## src/rtl/pcct_pkg.sv

```systemverilog
// pcct_pkg: register map, field positions and reset values of the pwm/capture timer
// assumes a 32-bit avalon-mm slave with word addresses (byte address = 4 * index)
package pcct_pkg;

	localparam int ADDR_W = 4;

	// register indices (word address on the bus)
	localparam logic [3:0] IDX_CNT_HI  = 4'h0;
	localparam logic [3:0] IDX_CNT_LO  = 4'h1;
	localparam logic [3:0] IDX_RLD_HI  = 4'h2;
	localparam logic [3:0] IDX_RLD_LO  = 4'h3;
	localparam logic [3:0] IDX_PWM_HI  = 4'h4;
	localparam logic [3:0] IDX_PWM_LO  = 4'h5;
	localparam logic [3:0] IDX_CTL0    = 4'h6;
	localparam logic [3:0] IDX_CTL1    = 4'h7;
	localparam logic [3:0] IDX_IRQ_ST  = 4'h8;
	localparam logic [3:0] IDX_IRQ_EN  = 4'h9;
	localparam logic [3:0] IDX_IRQ_CLR = 4'hA;

	// control 0 fields
	localparam int CTL0_EN_BIT   = 7;
	localparam int CTL0_POL_BIT  = 6;
	localparam int CTL0_MODE_BIT = 0;

	// control 1 fields
	localparam int CTL1_CAP_BIT  = 0;
	localparam int CTL1_SRC_LSB  = 1;

	// irq status bits
	localparam int ST_RELOAD_BIT = 0;
	localparam int ST_CAPT_BIT   = 1;

	// reset values, and the count loaded at each restart
	localparam logic [15:0] CNT_RST     = 16'h0000;
	localparam logic [15:0] RLD_RST     = 16'hFFFF;
	localparam logic [15:0] PWM_RST     = 16'h0000;
	localparam logic [15:0] RESTART_CNT = 16'h0001;

	typedef enum logic [1:0] {
		PCCT_SRC_BOTH    = 2'b00,
		PCCT_SRC_BOTH2   = 2'b01,
		PCCT_SRC_CAPTURE = 2'b10,
		PCCT_SRC_RELOAD  = 2'b11
	} pcct_src_t;

endpackage

```

## src/rtl/pcct_edge_sync.sv

```systemverilog
// pcct_edge_sync: two-flop synchroniser of the timer input pin plus edge detection
// assumes the pin is asynchronous to mclk
module pcct_edge_sync (
	input  wire logic mclk,
	input  wire logic rstn,
	input  wire logic pin,
	input  wire logic rise_sel,
	output logic      edge_seen,
	output logic      level
);
	logic meta;
	logic sync;
	logic prev;

	always_ff @(posedge mclk or negedge rstn) begin
		if (!rstn) begin
			meta <= 1'b0;
			sync <= 1'b0;
			prev <= 1'b0;
		end else begin
			meta <= pin;
			sync <= meta;
			prev <= sync;
		end
	end

	// edge is judged on the second flop and its delayed copy only
	assign edge_seen = rise_sel ? (sync & ~prev) : (~sync & prev);
	assign level     = sync;
endmodule

```

## src/rtl/pcct_timer.sv

```systemverilog
// pcct_timer: 16-bit timer with single-output pwm and capture/compare modes
// assumes an avalon-mm master on mclk and an asynchronous timer input pin
// Summary of operation
// - pwm counts clock, toggles output at match
// - pwm reload value: interrupt, restart at 0001
// - polarity one: start high, low at match
// - polarity zero: start low, high at match
// - written start count only for first pass
// - capture mode starts on first selected edge
// - later edge captures count, interrupts, restarts
// - capture sets capture cause flag
// - compare reached: interrupt, restart, clear flag
// - irq source select: both, capture, reload
module pcct_timer (
	input  wire logic        mclk,
	input  wire logic        rstn,
	input  wire logic [3:0]  avs_address,
	input  wire logic        avs_read,
	input  wire logic        avs_write,
	input  wire logic [31:0] avs_writedata,
	input  wire logic [3:0]  avs_byteenable,
	output logic [31:0]      avs_readdata,
	output logic             avs_waitrequest,
	input  wire logic        timer_in,
	output logic             timer_out,
	output logic             irq
);
	logic [15:0] count;
	logic [15:0] reload;
	logic [15:0] pwm;
	logic        enable;
	logic        polarity;
	logic        mode_capture;
	logic [1:0]  src_sel;
	logic        cap_flag;
	logic        armed;
	logic [1:0]  irq_status;
	logic [1:0]  irq_enable;
	logic        rd_done;
	logic        out_q;

	logic        in_edge;
	logic        wr_fire;
	logic        rd_fire;
	logic [7:0]  wbyte;
	logic        hit_match;
	logic        hit_reload;
	logic        capture_ev;
	logic        reload_ev;
	logic        irq_rld_ok;
	logic        irq_cap_ok;
	logic [1:0]  next_status;

	pcct_edge_sync u_sync (
		.mclk      (mclk),
		.rstn      (rstn),
		.pin       (timer_in),
		.rise_sel  (polarity),
		.edge_seen (in_edge),
		.level     ()
	);

	// writes take effect at once; reads wait one cycle so readdata comes from a flop
	assign wr_fire         = avs_write;
	assign rd_fire         = avs_read & rd_done;
	assign avs_waitrequest = avs_read & ~rd_done;
	assign wbyte           = avs_byteenable[0] ? avs_writedata[7:0] : 8'h00;

	function automatic logic wr_to(input logic [3:0] idx);
		wr_to = avs_write & avs_byteenable[0] & (avs_address == idx);
	endfunction

	// events: none while disabled, and capture mode waits for its first edge
	assign hit_match  = enable & ~mode_capture & (count == pwm);
	assign hit_reload = enable & (count == reload) & (~mode_capture | armed);
	assign capture_ev = enable & mode_capture & armed & in_edge;
	assign reload_ev  = hit_reload & ~capture_ev;

	// source select gates which events may raise the interrupt
	assign irq_cap_ok = (src_sel != pcct_pkg::PCCT_SRC_RELOAD);
	assign irq_rld_ok = (src_sel != pcct_pkg::PCCT_SRC_CAPTURE);

	always_ff @(posedge mclk or negedge rstn) begin
		if (!rstn) begin
			rd_done <= 1'b0;
		end else begin
			rd_done <= avs_read & ~rd_done;
		end
	end

	always_ff @(posedge mclk or negedge rstn) begin
		if (!rstn) begin
			avs_readdata <= 32'h0000_0000;
		end else if (avs_read & ~rd_done) begin
			case (avs_address)
				pcct_pkg::IDX_CNT_HI:  avs_readdata <= {24'h00_0000, count[15:8]};
				pcct_pkg::IDX_CNT_LO:  avs_readdata <= {24'h00_0000, count[7:0]};
				pcct_pkg::IDX_RLD_HI:  avs_readdata <= {24'h00_0000, reload[15:8]};
				pcct_pkg::IDX_RLD_LO:  avs_readdata <= {24'h00_0000, reload[7:0]};
				pcct_pkg::IDX_PWM_HI:  avs_readdata <= {24'h00_0000, pwm[15:8]};
				pcct_pkg::IDX_PWM_LO:  avs_readdata <= {24'h00_0000, pwm[7:0]};
				pcct_pkg::IDX_CTL0:    avs_readdata <= {24'h00_0000, enable, polarity, 5'b0_0000, mode_capture};
				pcct_pkg::IDX_CTL1:    avs_readdata <= {24'h00_0000, 5'b0_0000, src_sel, cap_flag};
				pcct_pkg::IDX_IRQ_ST:  avs_readdata <= {30'h0000_0000, irq_status};
				pcct_pkg::IDX_IRQ_EN:  avs_readdata <= {30'h0000_0000, irq_enable};
				default:               avs_readdata <= 32'h0000_0000;
			endcase
		end
	end

	// control registers
	always_ff @(posedge mclk or negedge rstn) begin
		if (!rstn) begin
			enable       <= 1'b0;
			polarity     <= 1'b0;
			mode_capture <= 1'b0;
		end else if (wr_to(pcct_pkg::IDX_CTL0)) begin
			enable       <= wbyte[pcct_pkg::CTL0_EN_BIT];
			polarity     <= wbyte[pcct_pkg::CTL0_POL_BIT];
			mode_capture <= wbyte[pcct_pkg::CTL0_MODE_BIT];
		end
	end

	always_ff @(posedge mclk or negedge rstn) begin
		if (!rstn) begin
			src_sel <= 2'b00;
		end else if (wr_to(pcct_pkg::IDX_CTL1)) begin
			src_sel <= wbyte[pcct_pkg::CTL1_SRC_LSB +: 2];
		end
	end

	// capture cause flag: set by capture, cleared by compare reload
	always_ff @(posedge mclk or negedge rstn) begin
		if (!rstn) begin
			cap_flag <= 1'b0;
		end else if (capture_ev) begin
			cap_flag <= 1'b1;
		end else if (reload_ev & mode_capture) begin
			cap_flag <= 1'b0;
		end
	end

	always_ff @(posedge mclk or negedge rstn) begin
		if (!rstn) begin
			reload <= pcct_pkg::RLD_RST;
		end else if (wr_to(pcct_pkg::IDX_RLD_HI)) begin
			reload[15:8] <= wbyte;
		end else if (wr_to(pcct_pkg::IDX_RLD_LO)) begin
			reload[7:0] <= wbyte;
		end
	end

	// pwm register doubles as the capture register
	always_ff @(posedge mclk or negedge rstn) begin
		if (!rstn) begin
			pwm <= pcct_pkg::PWM_RST;
		end else if (capture_ev) begin
			pwm <= count;
		end else if (wr_to(pcct_pkg::IDX_PWM_HI)) begin
			pwm[15:8] <= wbyte;
		end else if (wr_to(pcct_pkg::IDX_PWM_LO)) begin
			pwm[7:0] <= wbyte;
		end
	end

	// capture mode arms on the first selected edge; disabling disarms
	always_ff @(posedge mclk or negedge rstn) begin
		if (!rstn) begin
			armed <= 1'b0;
		end else if (!enable || !mode_capture) begin
			armed <= 1'b0;
		end else if (in_edge) begin
			armed <= 1'b1;
		end
	end

	// counter: software-written start only counts for the first pass
	always_ff @(posedge mclk or negedge rstn) begin
		if (!rstn) begin
			count <= pcct_pkg::CNT_RST;
		end else if (wr_to(pcct_pkg::IDX_CNT_HI)) begin
			count[15:8] <= wbyte;
		end else if (wr_to(pcct_pkg::IDX_CNT_LO)) begin
			count[7:0] <= wbyte;
		end else if (capture_ev || reload_ev) begin
			count <= pcct_pkg::RESTART_CNT;
		end else if (enable && (!mode_capture || armed)) begin
			count <= count + 16'h0001;
		end
	end

	// output pin: rests at the polarity level whenever the timer is off
	always_ff @(posedge mclk or negedge rstn) begin
		if (!rstn) begin
			out_q <= 1'b0;
		end else if (!enable || mode_capture) begin
			out_q <= polarity;
		end else if (reload_ev) begin
			out_q <= polarity;
		end else if (hit_match) begin
			out_q <= ~out_q;
		end
	end
	assign timer_out = out_q;

	// sticky status: set wins over a clear in the same cycle
	always_comb begin
		next_status = irq_status;
		if (wr_to(pcct_pkg::IDX_IRQ_CLR)) begin
			next_status = irq_status & ~wbyte[1:0];
		end
		if (reload_ev && irq_rld_ok) begin
			next_status[pcct_pkg::ST_RELOAD_BIT] = 1'b1;
		end
		if (capture_ev && irq_cap_ok) begin
			next_status[pcct_pkg::ST_CAPT_BIT] = 1'b1;
		end
	end

	always_ff @(posedge mclk or negedge rstn) begin
		if (!rstn) begin
			irq_status <= 2'b00;
		end else begin
			irq_status <= next_status;
		end
	end

	always_ff @(posedge mclk or negedge rstn) begin
		if (!rstn) begin
			irq_enable <= 2'b00;
		end else if (wr_to(pcct_pkg::IDX_IRQ_EN)) begin
			irq_enable <= wbyte[1:0];
		end
	end

	assign irq = |(irq_status & irq_enable);

endmodule

```

## config.mk

```make
export PLATFORM = sky130hd
export DESIGN_NAME = pcct_timer
export DESIGN_NICKNAME = d
export VERILOG_FILES = /design/src/rtl/pcct_pkg.sv /design/src/rtl/pcct_edge_sync.sv /design/src/rtl/pcct_timer.sv
export SDC_FILE = /design/constraint.sdc
export NUM_CORES = 1
export LEC_CHECK = 0
export ABC_CLOCK_PERIOD_IN_PS = 4550
export BUFFER_PORTS_ARGS = -buffer_cell sky130_fd_sc_hd__buf_2
export CORE_MARGIN = 5
export CORE_UTILIZATION = 30
export DETAILED_ROUTE_END_ITERATION = 7
export PLACE_DENSITY = 0.44
export SYNTH_ARGS = -nofsm -noshare
export SYNTH_HDL_FRONTEND = slang
export SYNTH_SLANG_ARGS = --single-unit
```

## constraint.sdc

```tcl
create_clock -name mclk -period 4.55 [get_ports mclk]
set_clock_uncertainty 0.1 [all_clocks]
set_input_delay 0 -clock mclk [delete_from_list [all_inputs] [get_ports mclk]]
set_output_delay 0 -clock mclk [all_outputs]
set_load 0.1 [all_outputs]
```

==> qor.yml, run 1 <==
synth.yosys.seq_area_share_pct: 39.2
synth.distinct_cells: 59
netlist_area_mm2: 0.00465
vias: 3647
die_width_um: 134
final-setup-viol-count: 0
worst_setup_hold_path_clk_slew_ns: 0.06
detail_route.wirelength_um: 13400
grt.total_usage_pct: 15.3
std_cell_rows: 45
period_minus_slack_ns: 2.82
power.ir.vdd_worst_mv: 0.205
critical_path_required_ns: 4.66
count_of_synthesis_stage_warnings_from_yosys: 0
drv.max_cap_violation_count: 0
worstSetupStartpointType: "flop"
start_util_pct: 30.6
grt_antenna_before_repair: 0
core_region_area_mm2: 0.0152
ys_top_cells_by_area: "dfrtp_1 30%, dfstp_2 9.0%, xnor2_1 5.8%"
top_level_ports: 80
fin_setup_tns_ns: 0
port_buffers: 28
drt_pass1_iterations: 4
grt_overflow_total: 0
critical_path.reg2reg.startpoint: "count[12]$_DFFE_PN0P_"
post_cts.repair.setup_buffers: 0
clock_latency_of_the_later_clocked_register_in_the_worst_skew_pair_ns: 0.35
worst_path_maximum_fanout: 16
power.static_leakage_nw: 2.04
detail_route.iter0.violations: 240
synthArstFlopShare_pct: 100
yosys_register_bits: 72
yosysMostFrequentCell: "dfrtp_1"
dr_wl_cell_um: 19.5
vias_per_cell: 5.28
min-delay-start: "avs_byteenable[0]"
power.density_cell_area_mw_per_mm2: 470
timing.hold.worst.class: "in -> reg"
worst_slew_margin_rel_pct: 20.4
grt_first_pass_wirelength_um: 21100
p_total_w: 0.00239
cts-root-to-sink-buffers: 2
post_route_cells_drive_above_1_share_pct: 18.5
h-tree-depth: 3
timing.critical_path.from: "count[12]$_DFFE_PN0P_"
detailedPlacementHpwl_um: 9440
grt_pass1_vias: 3540
yosys.area.top_type: "dfrtp_1"
crit_path_end_kind: "flop"
die_height_um: 134
syn_area_per_cell_um2: 9.58
ys.flop_type: "dfrtp_1"
fraction_of_post_synthesis_cell_area_in_the_top_cell_type_by_area_pct: 30.2
finish.net_count: 544
max_freq_mhz: 354
dr_drc_count: 0
outcome: "completed"
worst_ep_arrival_time_ns: 2.93
synth_cells: 485
detail_route_antenna_nets: 0
clock-sinks: 72
synth-edff-count: 0
gp_congestion: 0.839
commonest_cells_post_synth: "56 x dfrtp_1, 54 x nand2_1, 31 x xnor2_1, 29 x nor2_1, 28 x o21ai_0"
finalMaxSlewViolations: 0
timing_hold_violations_final: 0
min_period_over_period_pct: 62.0
area_growth_pct: 9.70
design.die.area_mm2: 0.0181
ff2ff_setup_slack_ns: 1.73
timing.setup.critical_path_class: "reg -> reg"
grt_max_degree: 73
cts_buffers: 9
cts_tree: "done"
cts-root-buf: "clkbuf_16"
antenna_cells_inserted: 0
grt_setup_unrepaired: "false"
tightestPinTransition_ns: 1.19
report_power, final:
part | switching (W) | leakage [nW] | internal, W
logic | 0.000483 | 1.11 | 0.000292
registers | 0.000187 | 0.805 | 0.000787
clock network | 0.000260 | 0.128 | 0.000384
total | 0.000930 | 2.04 | 0.00146
stage by stage:
step / hold WS, ns / instances / util, % / cell area [µm²] / worst slack [ns]
final: 0.0534 / 691 / 33.5 / 5100 / 1.73
after global routing: 0.0732 / 691 / 33.5 / 5100 / 1.58
after CTS: 0.0356 / 691 / 33.5 / 5100 / 1.75
after detailed placement: 0.00934 / 664 / 31.1 / 4720 / 1.76
after global placement: 0.0117 / 664 / 31.1 / 4720 / 1.83
after floorplan: -0.396 / 508 / - / 4730 / 2.29
path summary, 6_finish.rpt:
kind / depth (start not counted) / to
max: 6 / count[10]$_DFFE_PN0P_
min: 5 / irq_status[1]$_DFFE_PN0P_
max reg2reg: 6 / count[10]$_DFFE_PN0P_
min reg2reg: 0 / u_sync.level$_DFF_PN0_
max in group asynchronous: 2 / pwm[0]$_DFFE_PN0P_
min in group asynchronous: 2 / u_sync.meta$_DFF_PN0_
state kept, by name, indices dropped and copies added, names as in the netlist:
register / cells
pwm: 16
rd_done: 1
enable: 1
irq_enable: 2
u_sync.level: 1
irq_status: 2
src_sel: 2
avs_readdata: 8
timer_out: 1
cap_flag: 1
armed: 1
polarity: 1
reload: 16
count: 16
u_sync.prev: 1
mode_capture: 1
u_sync.meta: 1
layer usage:
metal | track usage [%] | wire, µm | share of wire [%]
met1 | 21.6 | 6420 | 48
met2 | 23.0 | 6100 | 45
met3 | 4.35 | 792 | 5.9
met4 | 3.68 | 131 | 0.97
met5 | 0 | 0 | 0
cell usage in the layout, fill, tap and decap left out, types with 7 or more instances in the layout:
cell           synthesis  final
a22oi_1               12     12
buf_2                  2     27
clkbuf_16              0      9
conb_1                 1     24
dfrtp_1               56     56
dfstp_2               16     16
dlygate4sd3_1          0     11
inv_1                 10     10
mux2_2                24     24
mux2i_1               25     25
nand2_1               54     54
nand2b_1               7      7
nand3_1               23     23
nand4_1               18     18
nor2_1                29     29
o21ai_0               28     28
xnor2_1               31     31
critical path, stage by stage (launching register included):
cell	delay, ns
dfrtp_1	0.66
xnor2_4	0.17
nand2_1	0.07
or4b_1	0.51
or4_1	0.74
a32oi_1	0.31
o311ai_1	0.13
layout make-up:
| cell class | count | area (µm²) |
|---|---|---|
| flip-flops and latches | 72 | 1820 |
| fillers | 1586 | 10100 |
| clock buffers | 15 | 258 |
| well taps | 188 | 235 |
| clock inverters | 1 | 5.00 |
| multi-input cells | 364 | 2470 |
| repair buffers | 41 | 268 |
| inverters | 10 | 37.5 |
cell families (layout without fill, tap and decap cells):
| kind of cell | after synthesis | in the layout | share of synthesized area (%) |
|---|---|---|---|
| adders and majority gates | 1 | 1 | 0.269 |
| AOI/OAI and AO/OA | 90 | 90 | 13.5 |
| muxes | 52 | 52 | 12.7 |
| and+or+nand+nor | 164 | 164 | 17.7 |
| xor gates and xnor gates | 33 | 33 | 6.79 |
| buffers and inverters | 72 | 67 | 9.75 |
| DFF | 72 | 72 | 39.2 |
| other | 1 | 24 | 0.0807 |
timing repair:
action / CTS / global route
resized for setup: 0 / 0
hold endpoints to repair: 107 / 0
hold buffers: 11 / 0
Power figures use the tool's default switching activity.
==> run 2, diff against run 1 <==
Settings changed: ABC_CLOCK_PERIOD_IN_PS 4550 to 2900.
Clock period 4.55 ns to 2.9 ns, I/O delays scaled along.
==> run 2 against run 1 <==
Net effect: count of clock-buffer cells in the layout down 1; global-route usage rose by 0.21 points; combinational power up 79%; worst hold slack is essentially flat; highest routed layer unchanged.
==> qor.yml, run 2 (synthesized netlist as in run 1, its figures left out) <==
timing.setup.critical_path_class: "reg -> reg"
detail_route.wirelength_um: 13800
power.ir.vdd_worst_mv: 0.291
timing.hold.worst.class: "in -> reg"
critical_path_required_ns: 3.00
worstSetupStartpointType: "flop"
finalMaxSlewViolations: 0
min_period_over_period_pct: 85.7
dr_wl_cell_um: 19.3
clock-sinks: 72
crit_path_end_kind: "flop"
max_freq_mhz: 402
vias: 3821
detail_route_antenna_nets: 0
start_util_pct: 30.6
final_cell_mix: "56 x dfrtp_1, 54 x nand2_1, 31 x xnor2_1"
grt.total_usage_pct: 15.5
finish.net_count: 570
tightestPinTransition_ns: 0.964
power.static_leakage_nw: 2.20
drt_pass1_iterations: 5
fin_setup_tns_ns: 0
vias_per_cell: 5.33
port_buffers: 28
cts-root-buf: "clkbuf_16"
rr_endpoint: "count[10]$_DFFE_PN0P_"
cts-root-to-sink-buffers: 2
gp_congestion: 0.840
critPathMaxStageDelay_ns: 0.60
final.fill_count: 1536
grt_overflow_total: 0
grt_setup_unrepaired: "false"
biggestRegsByFlops: "count: 16 flops, pwm: 16 flops, reload: 16 flops"
endpoint: "count[10]$_DFFE_PN0P_"
std_cell_rows: 45
grt_antenna_before_repair: 0
critical_path.cell_chain: "xnor2_4 > nand2_1 > or4b_1 > or4_1 > buf_4 > a32oi_1 > o311ai_1"
dr_drc_count: 0
timing.critical_path.from: "reload[12]$_DFFE_PN1P_"
reg2regPathDepth: 7
worst_path_maximum_fanout: 16
worst_slew_margin_rel_pct: 35.8
worst_ep_arrival_time_ns: 2.59
power.density_cell_area_mw_per_mm2: 763
clock_latency_of_the_later_clocked_register_in_the_worst_skew_pair_ns: 0.34
grt_pass1_vias: 3660
die_width_um: 134
final_common_cell: "dfrtp_1"
timing_hold_violations_final: 0
crit_path_top_delay_cell: "dfstp_2"
cts_tree: "done"
final-setup-viol-count: 0
post_cts.repair.setup_buffers: 0
worst_setup_hold_path_clk_slew_ns: 0.06
drv.max_cap_violation_count: 0
detailedPlacementHpwl_um: 10100
antenna_cells_inserted: 0
grt_first_pass_wirelength_um: 21500
ff2ff_setup_slack_ns: 0.41
critical_path.reg2reg.startpoint: "reload[12]$_DFFE_PN1P_"
detail_route.iter0.violations: 225
die_height_um: 134
area_growth_pct: 15.4
core_region_area_mm2: 0.0152
post_cts_resize_count: 0
cts_buffers: 9
outcome: "completed"
post_route_cells_drive_above_1_share_pct: 23.1
h-tree-depth: 3
p_total_w: 0.00409
design.die.area_mm2: 0.0181
grt_max_degree: 73
period_minus_slack_ns: 2.49
top_level_ports: 80
run 2: through the flow:
step | hold WS, ns | cell area, µm² | utilization [%] | std cells | worst slack, ns
CTS | 0.0444 | 5360 | 35.3 | 717 | 0.435
finish | 0.0533 | 5360 | 35.3 | 717 | 0.415
global placement | 0.0118 | 4920 | 32.4 | 690 | 0.478
global route | 0.117 | 5360 | 35.3 | 717 | 0.324
floorplan | -0.396 | 4730 | - | 508 | 0.639
detailed placement | 0.00934 | 4920 | 32.4 | 690 | 0.447
run 2: layout make-up:
type	instances	area, µm²	share of cell area [%]
multi-input combinational	364	2470	46.1
sequential	72	1820	34.0
timing repair buffer	67	463	8.63
clock buffer	14	274	5.11
tap	188	235	4.39
clock inverter	2	60.1	1.12
inverter	10	37.5	0.700
run 2: worst min path at each step:
stage / start / to / slack (ns) / depth (start not counted)
finish: avs_byteenable[0] / irq_status[0]$_DFFE_PN0P_ / 0.05 / 6
global route: avs_byteenable[0] / irq_status[0]$_DFFE_PN0P_ / 0.12 / 6
CTS: avs_byteenable[0] / irq_status[0]$_DFFE_PN0P_ / 0.04 / 6
detailed placement: timer_in / u_sync.meta$_DFF_PN0_ / 0.009 / 1
global placement: timer_in / u_sync.meta$_DFF_PN0_ / 0.01 / 1
floorplan: rstn / armed$_DFFE_PN0P_ / -0.40 / 0
run 2: what timing repair did:
item	4_1_cts	5_1_grt
setup endpoints to repair	0	0
hold buffers	11	0
hold endpoints to repair	103	0
run 2: where the power goes:
| part | switching (W) | total (W) | internal, W |
|---|---|---|---|
| clock network | 0.000430 | 0.00126 | 0.000825 |
| registers | 0.000211 | 0.00145 | 0.00124 |
| logic | 0.000876 | 0.00139 | 0.000512 |
run 2: critical path: cells and delay by family (launching register included):
kind	cells	cell delay, ns
DFF	1	0.60
xor gates and xnor gates	1	0.13
AOI/OAI and AO/OA	2	0.32
buffers and inverters	1	0.22
and+or+nand+nor	3	0.98
run 2: layer usage:
layer	part of all wire [%]	vias up	track usage, %
met3	5.8	17	4.31
met5	0	-	0
met4	1.4	0	3.51
li1	-	1780	-
met1	48	1883	22.5
met2	44	141	22.8
==> run 3, diff against run 2 <==
Settings changed: CORE_UTILIZATION 30 to 31, PLACE_DENSITY 0.44 to 0.45.
==> run 3 against run 2 <==
Net effect: via count decreased by 2.8%; largest cell class unchanged; wire length about the same; cell area is 1.8% lower.
==> qor.yml, run 3 (synthesized netlist as in run 1, its figures left out) <==
final_cell_mix: "56 x dfrtp_1, 54 x nand2_1, 31 x xnor2_1"
die_width_um: 132
area_growth_pct: 13.4
drv.max_cap_violation_count: 0
antenna_cells_inserted: 0
h-tree-depth: 3
post_cts.repair.setup_buffers: 0
power.ir.vdd_worst_mv: 0.298
timing.hold.worst.class: "in -> reg"
design.die.area_mm2: 0.0175
detailedPlacementHpwl_um: 10000
std_cell_rows: 44
grt_setup_unrepaired: "false"
power.density_cell_area_mw_per_mm2: 727
tightestPinTransition_ns: 0.985
biggestRegsByFlops: "count: 16 flops, pwm: 16 flops, reload: 16 flops"
worst_ep_arrival_time_ns: 2.57
final-setup-viol-count: 0
hold-worst-slack_ns: 0.0529
max_freq_mhz: 406
core_region_area_mm2: 0.0146
final_common_cell: "dfrtp_1"
detail_route_antenna_nets: 0
post_cts_resize_count: 0
place_ws_ns: 0.472
grt_pass1_vias: 3775
vias_per_cell: 5.23
register_area_mm2: 0.00182
cts_buffers: 9
grt_overflow_total: 0
clock-sinks: 72
timing.setup.critical_path_class: "reg -> reg"
timing_hold_violations_final: 0
multi_input_logic_area_mm2: 0.00247
clock_latency_of_the_later_clocked_register_in_the_worst_skew_pair_ns: 0.34
port_buffers: 28
start_util_pct: 31.8
outcome: "completed"
power.static_leakage_nw: 2.15
vias: 3714
grt_first_pass_wirelength_um: 22000
setup_ws_ns: 0.439
finalMaxSlewViolations: 0
min_period_over_period_pct: 84.9
cts-root-buf: "clkbuf_16"
dr_drc_count: 0
final.fill_count: 1484
critical_path_required_ns: 3.01
cts-root-to-sink-buffers: 2
dr_wl_cell_um: 19.5
drt_pass1_iterations: 4
crit_path_end_kind: "flop"
worst_slew_margin_rel_pct: 34.3
die_height_um: 132
worst_setup_hold_path_clk_slew_ns: 0.05
grt_antenna_before_repair: 0
top_level_ports: 80
cts_tree: "done"
finish.net_count: 568
period_minus_slack_ns: 2.46
worstSetupStartpointType: "flop"
utilization_pct: 36.1
postCtsHoldBufs: 11
grt.total_usage_pct: 16.0
post_route_cells_drive_above_1_share_pct: 22.2
grt_max_degree: 73
worst_path_maximum_fanout: 16
detail_route.wirelength_um: 13800
gp_congestion: 0.856
fin_setup_tns_ns: 0
detail_route.iter0.violations: 256
run 3: cell count changes in the layout (fill, tap and decap cells not counted), sizes merged:
cell / delta
clkinv: +1
bufinv: -2
buf: -2
run 3: power breakdown:
group          switching (W)  internal, W
sequential          0.000211      0.00124
clock               0.000409     0.000597
combinational       0.000867     0.000511
run 3: worst paths after layout:
check                                        from                   endpoint  slack (ns)  cells past startpoint
max                        reload[11]$_DFFE_PN1P_      count[10]$_DFFE_PN0P_        0.44                      7
min                             avs_byteenable[0]  irq_status[0]$_DFFE_PN0P_        0.05                      6
max reg2reg                reload[11]$_DFFE_PN1P_      count[10]$_DFFE_PN0P_        0.44                      7
min reg2reg                 u_sync.meta$_DFF_PN0_     u_sync.level$_DFF_PN0_        0.25                      0
max in group asynchronous                    rstn         pwm[2]$_DFFE_PN0P_        1.81                      2
min in group asynchronous                    rstn      u_sync.prev$_DFF_PN0_        0.27                      2
run 3: routing by layer:
metal  wire (µm)  vias up  share of wire [%]  global-route usage (%)
li1            -     1776                  -                       -
met1        6410     1833                 46                    22.1
met2        6520       91                 47                    25.3
met3         767       14                5.5                    4.37
met4         142        0                1.0                    3.51
met5           0        -                  0                       0
run 3: cell type report:
type                    instances  share of cell area (%)
multi-input cells             364                    46.9
repair buffers                 65                    8.50
clock inverters                 1                  0.0950
clock buffers                  14                    4.82
well taps                     184                    4.37
flip-flops and latches         72                    34.6
inverters                      10                   0.713
run 3: stage by stage:
| stage | area [µm²] | total power, W | instances |
|---|---|---|---|
| CTS | 5270 | 0.00388 | 710 |
| detailed placement | 4900 | 0.00283 | 684 |
| global route | 5270 | 0.00405 | 710 |
| finish | 5270 | 0.00383 | 710 |
| global placement | 4900 | 0.00281 | 684 |
| floorplan | 4730 | 0.00250 | 508 |
run 3: critical path, stage by stage (launching register included):
cell and delay, ns:
dfstp_2 0.57, xnor2_1 0.18, nand2_1 0.08, or4b_1 0.45, or4_1 0.41, buf_4 0.22, a32oi_1 0.19, o311ai_1 0.12
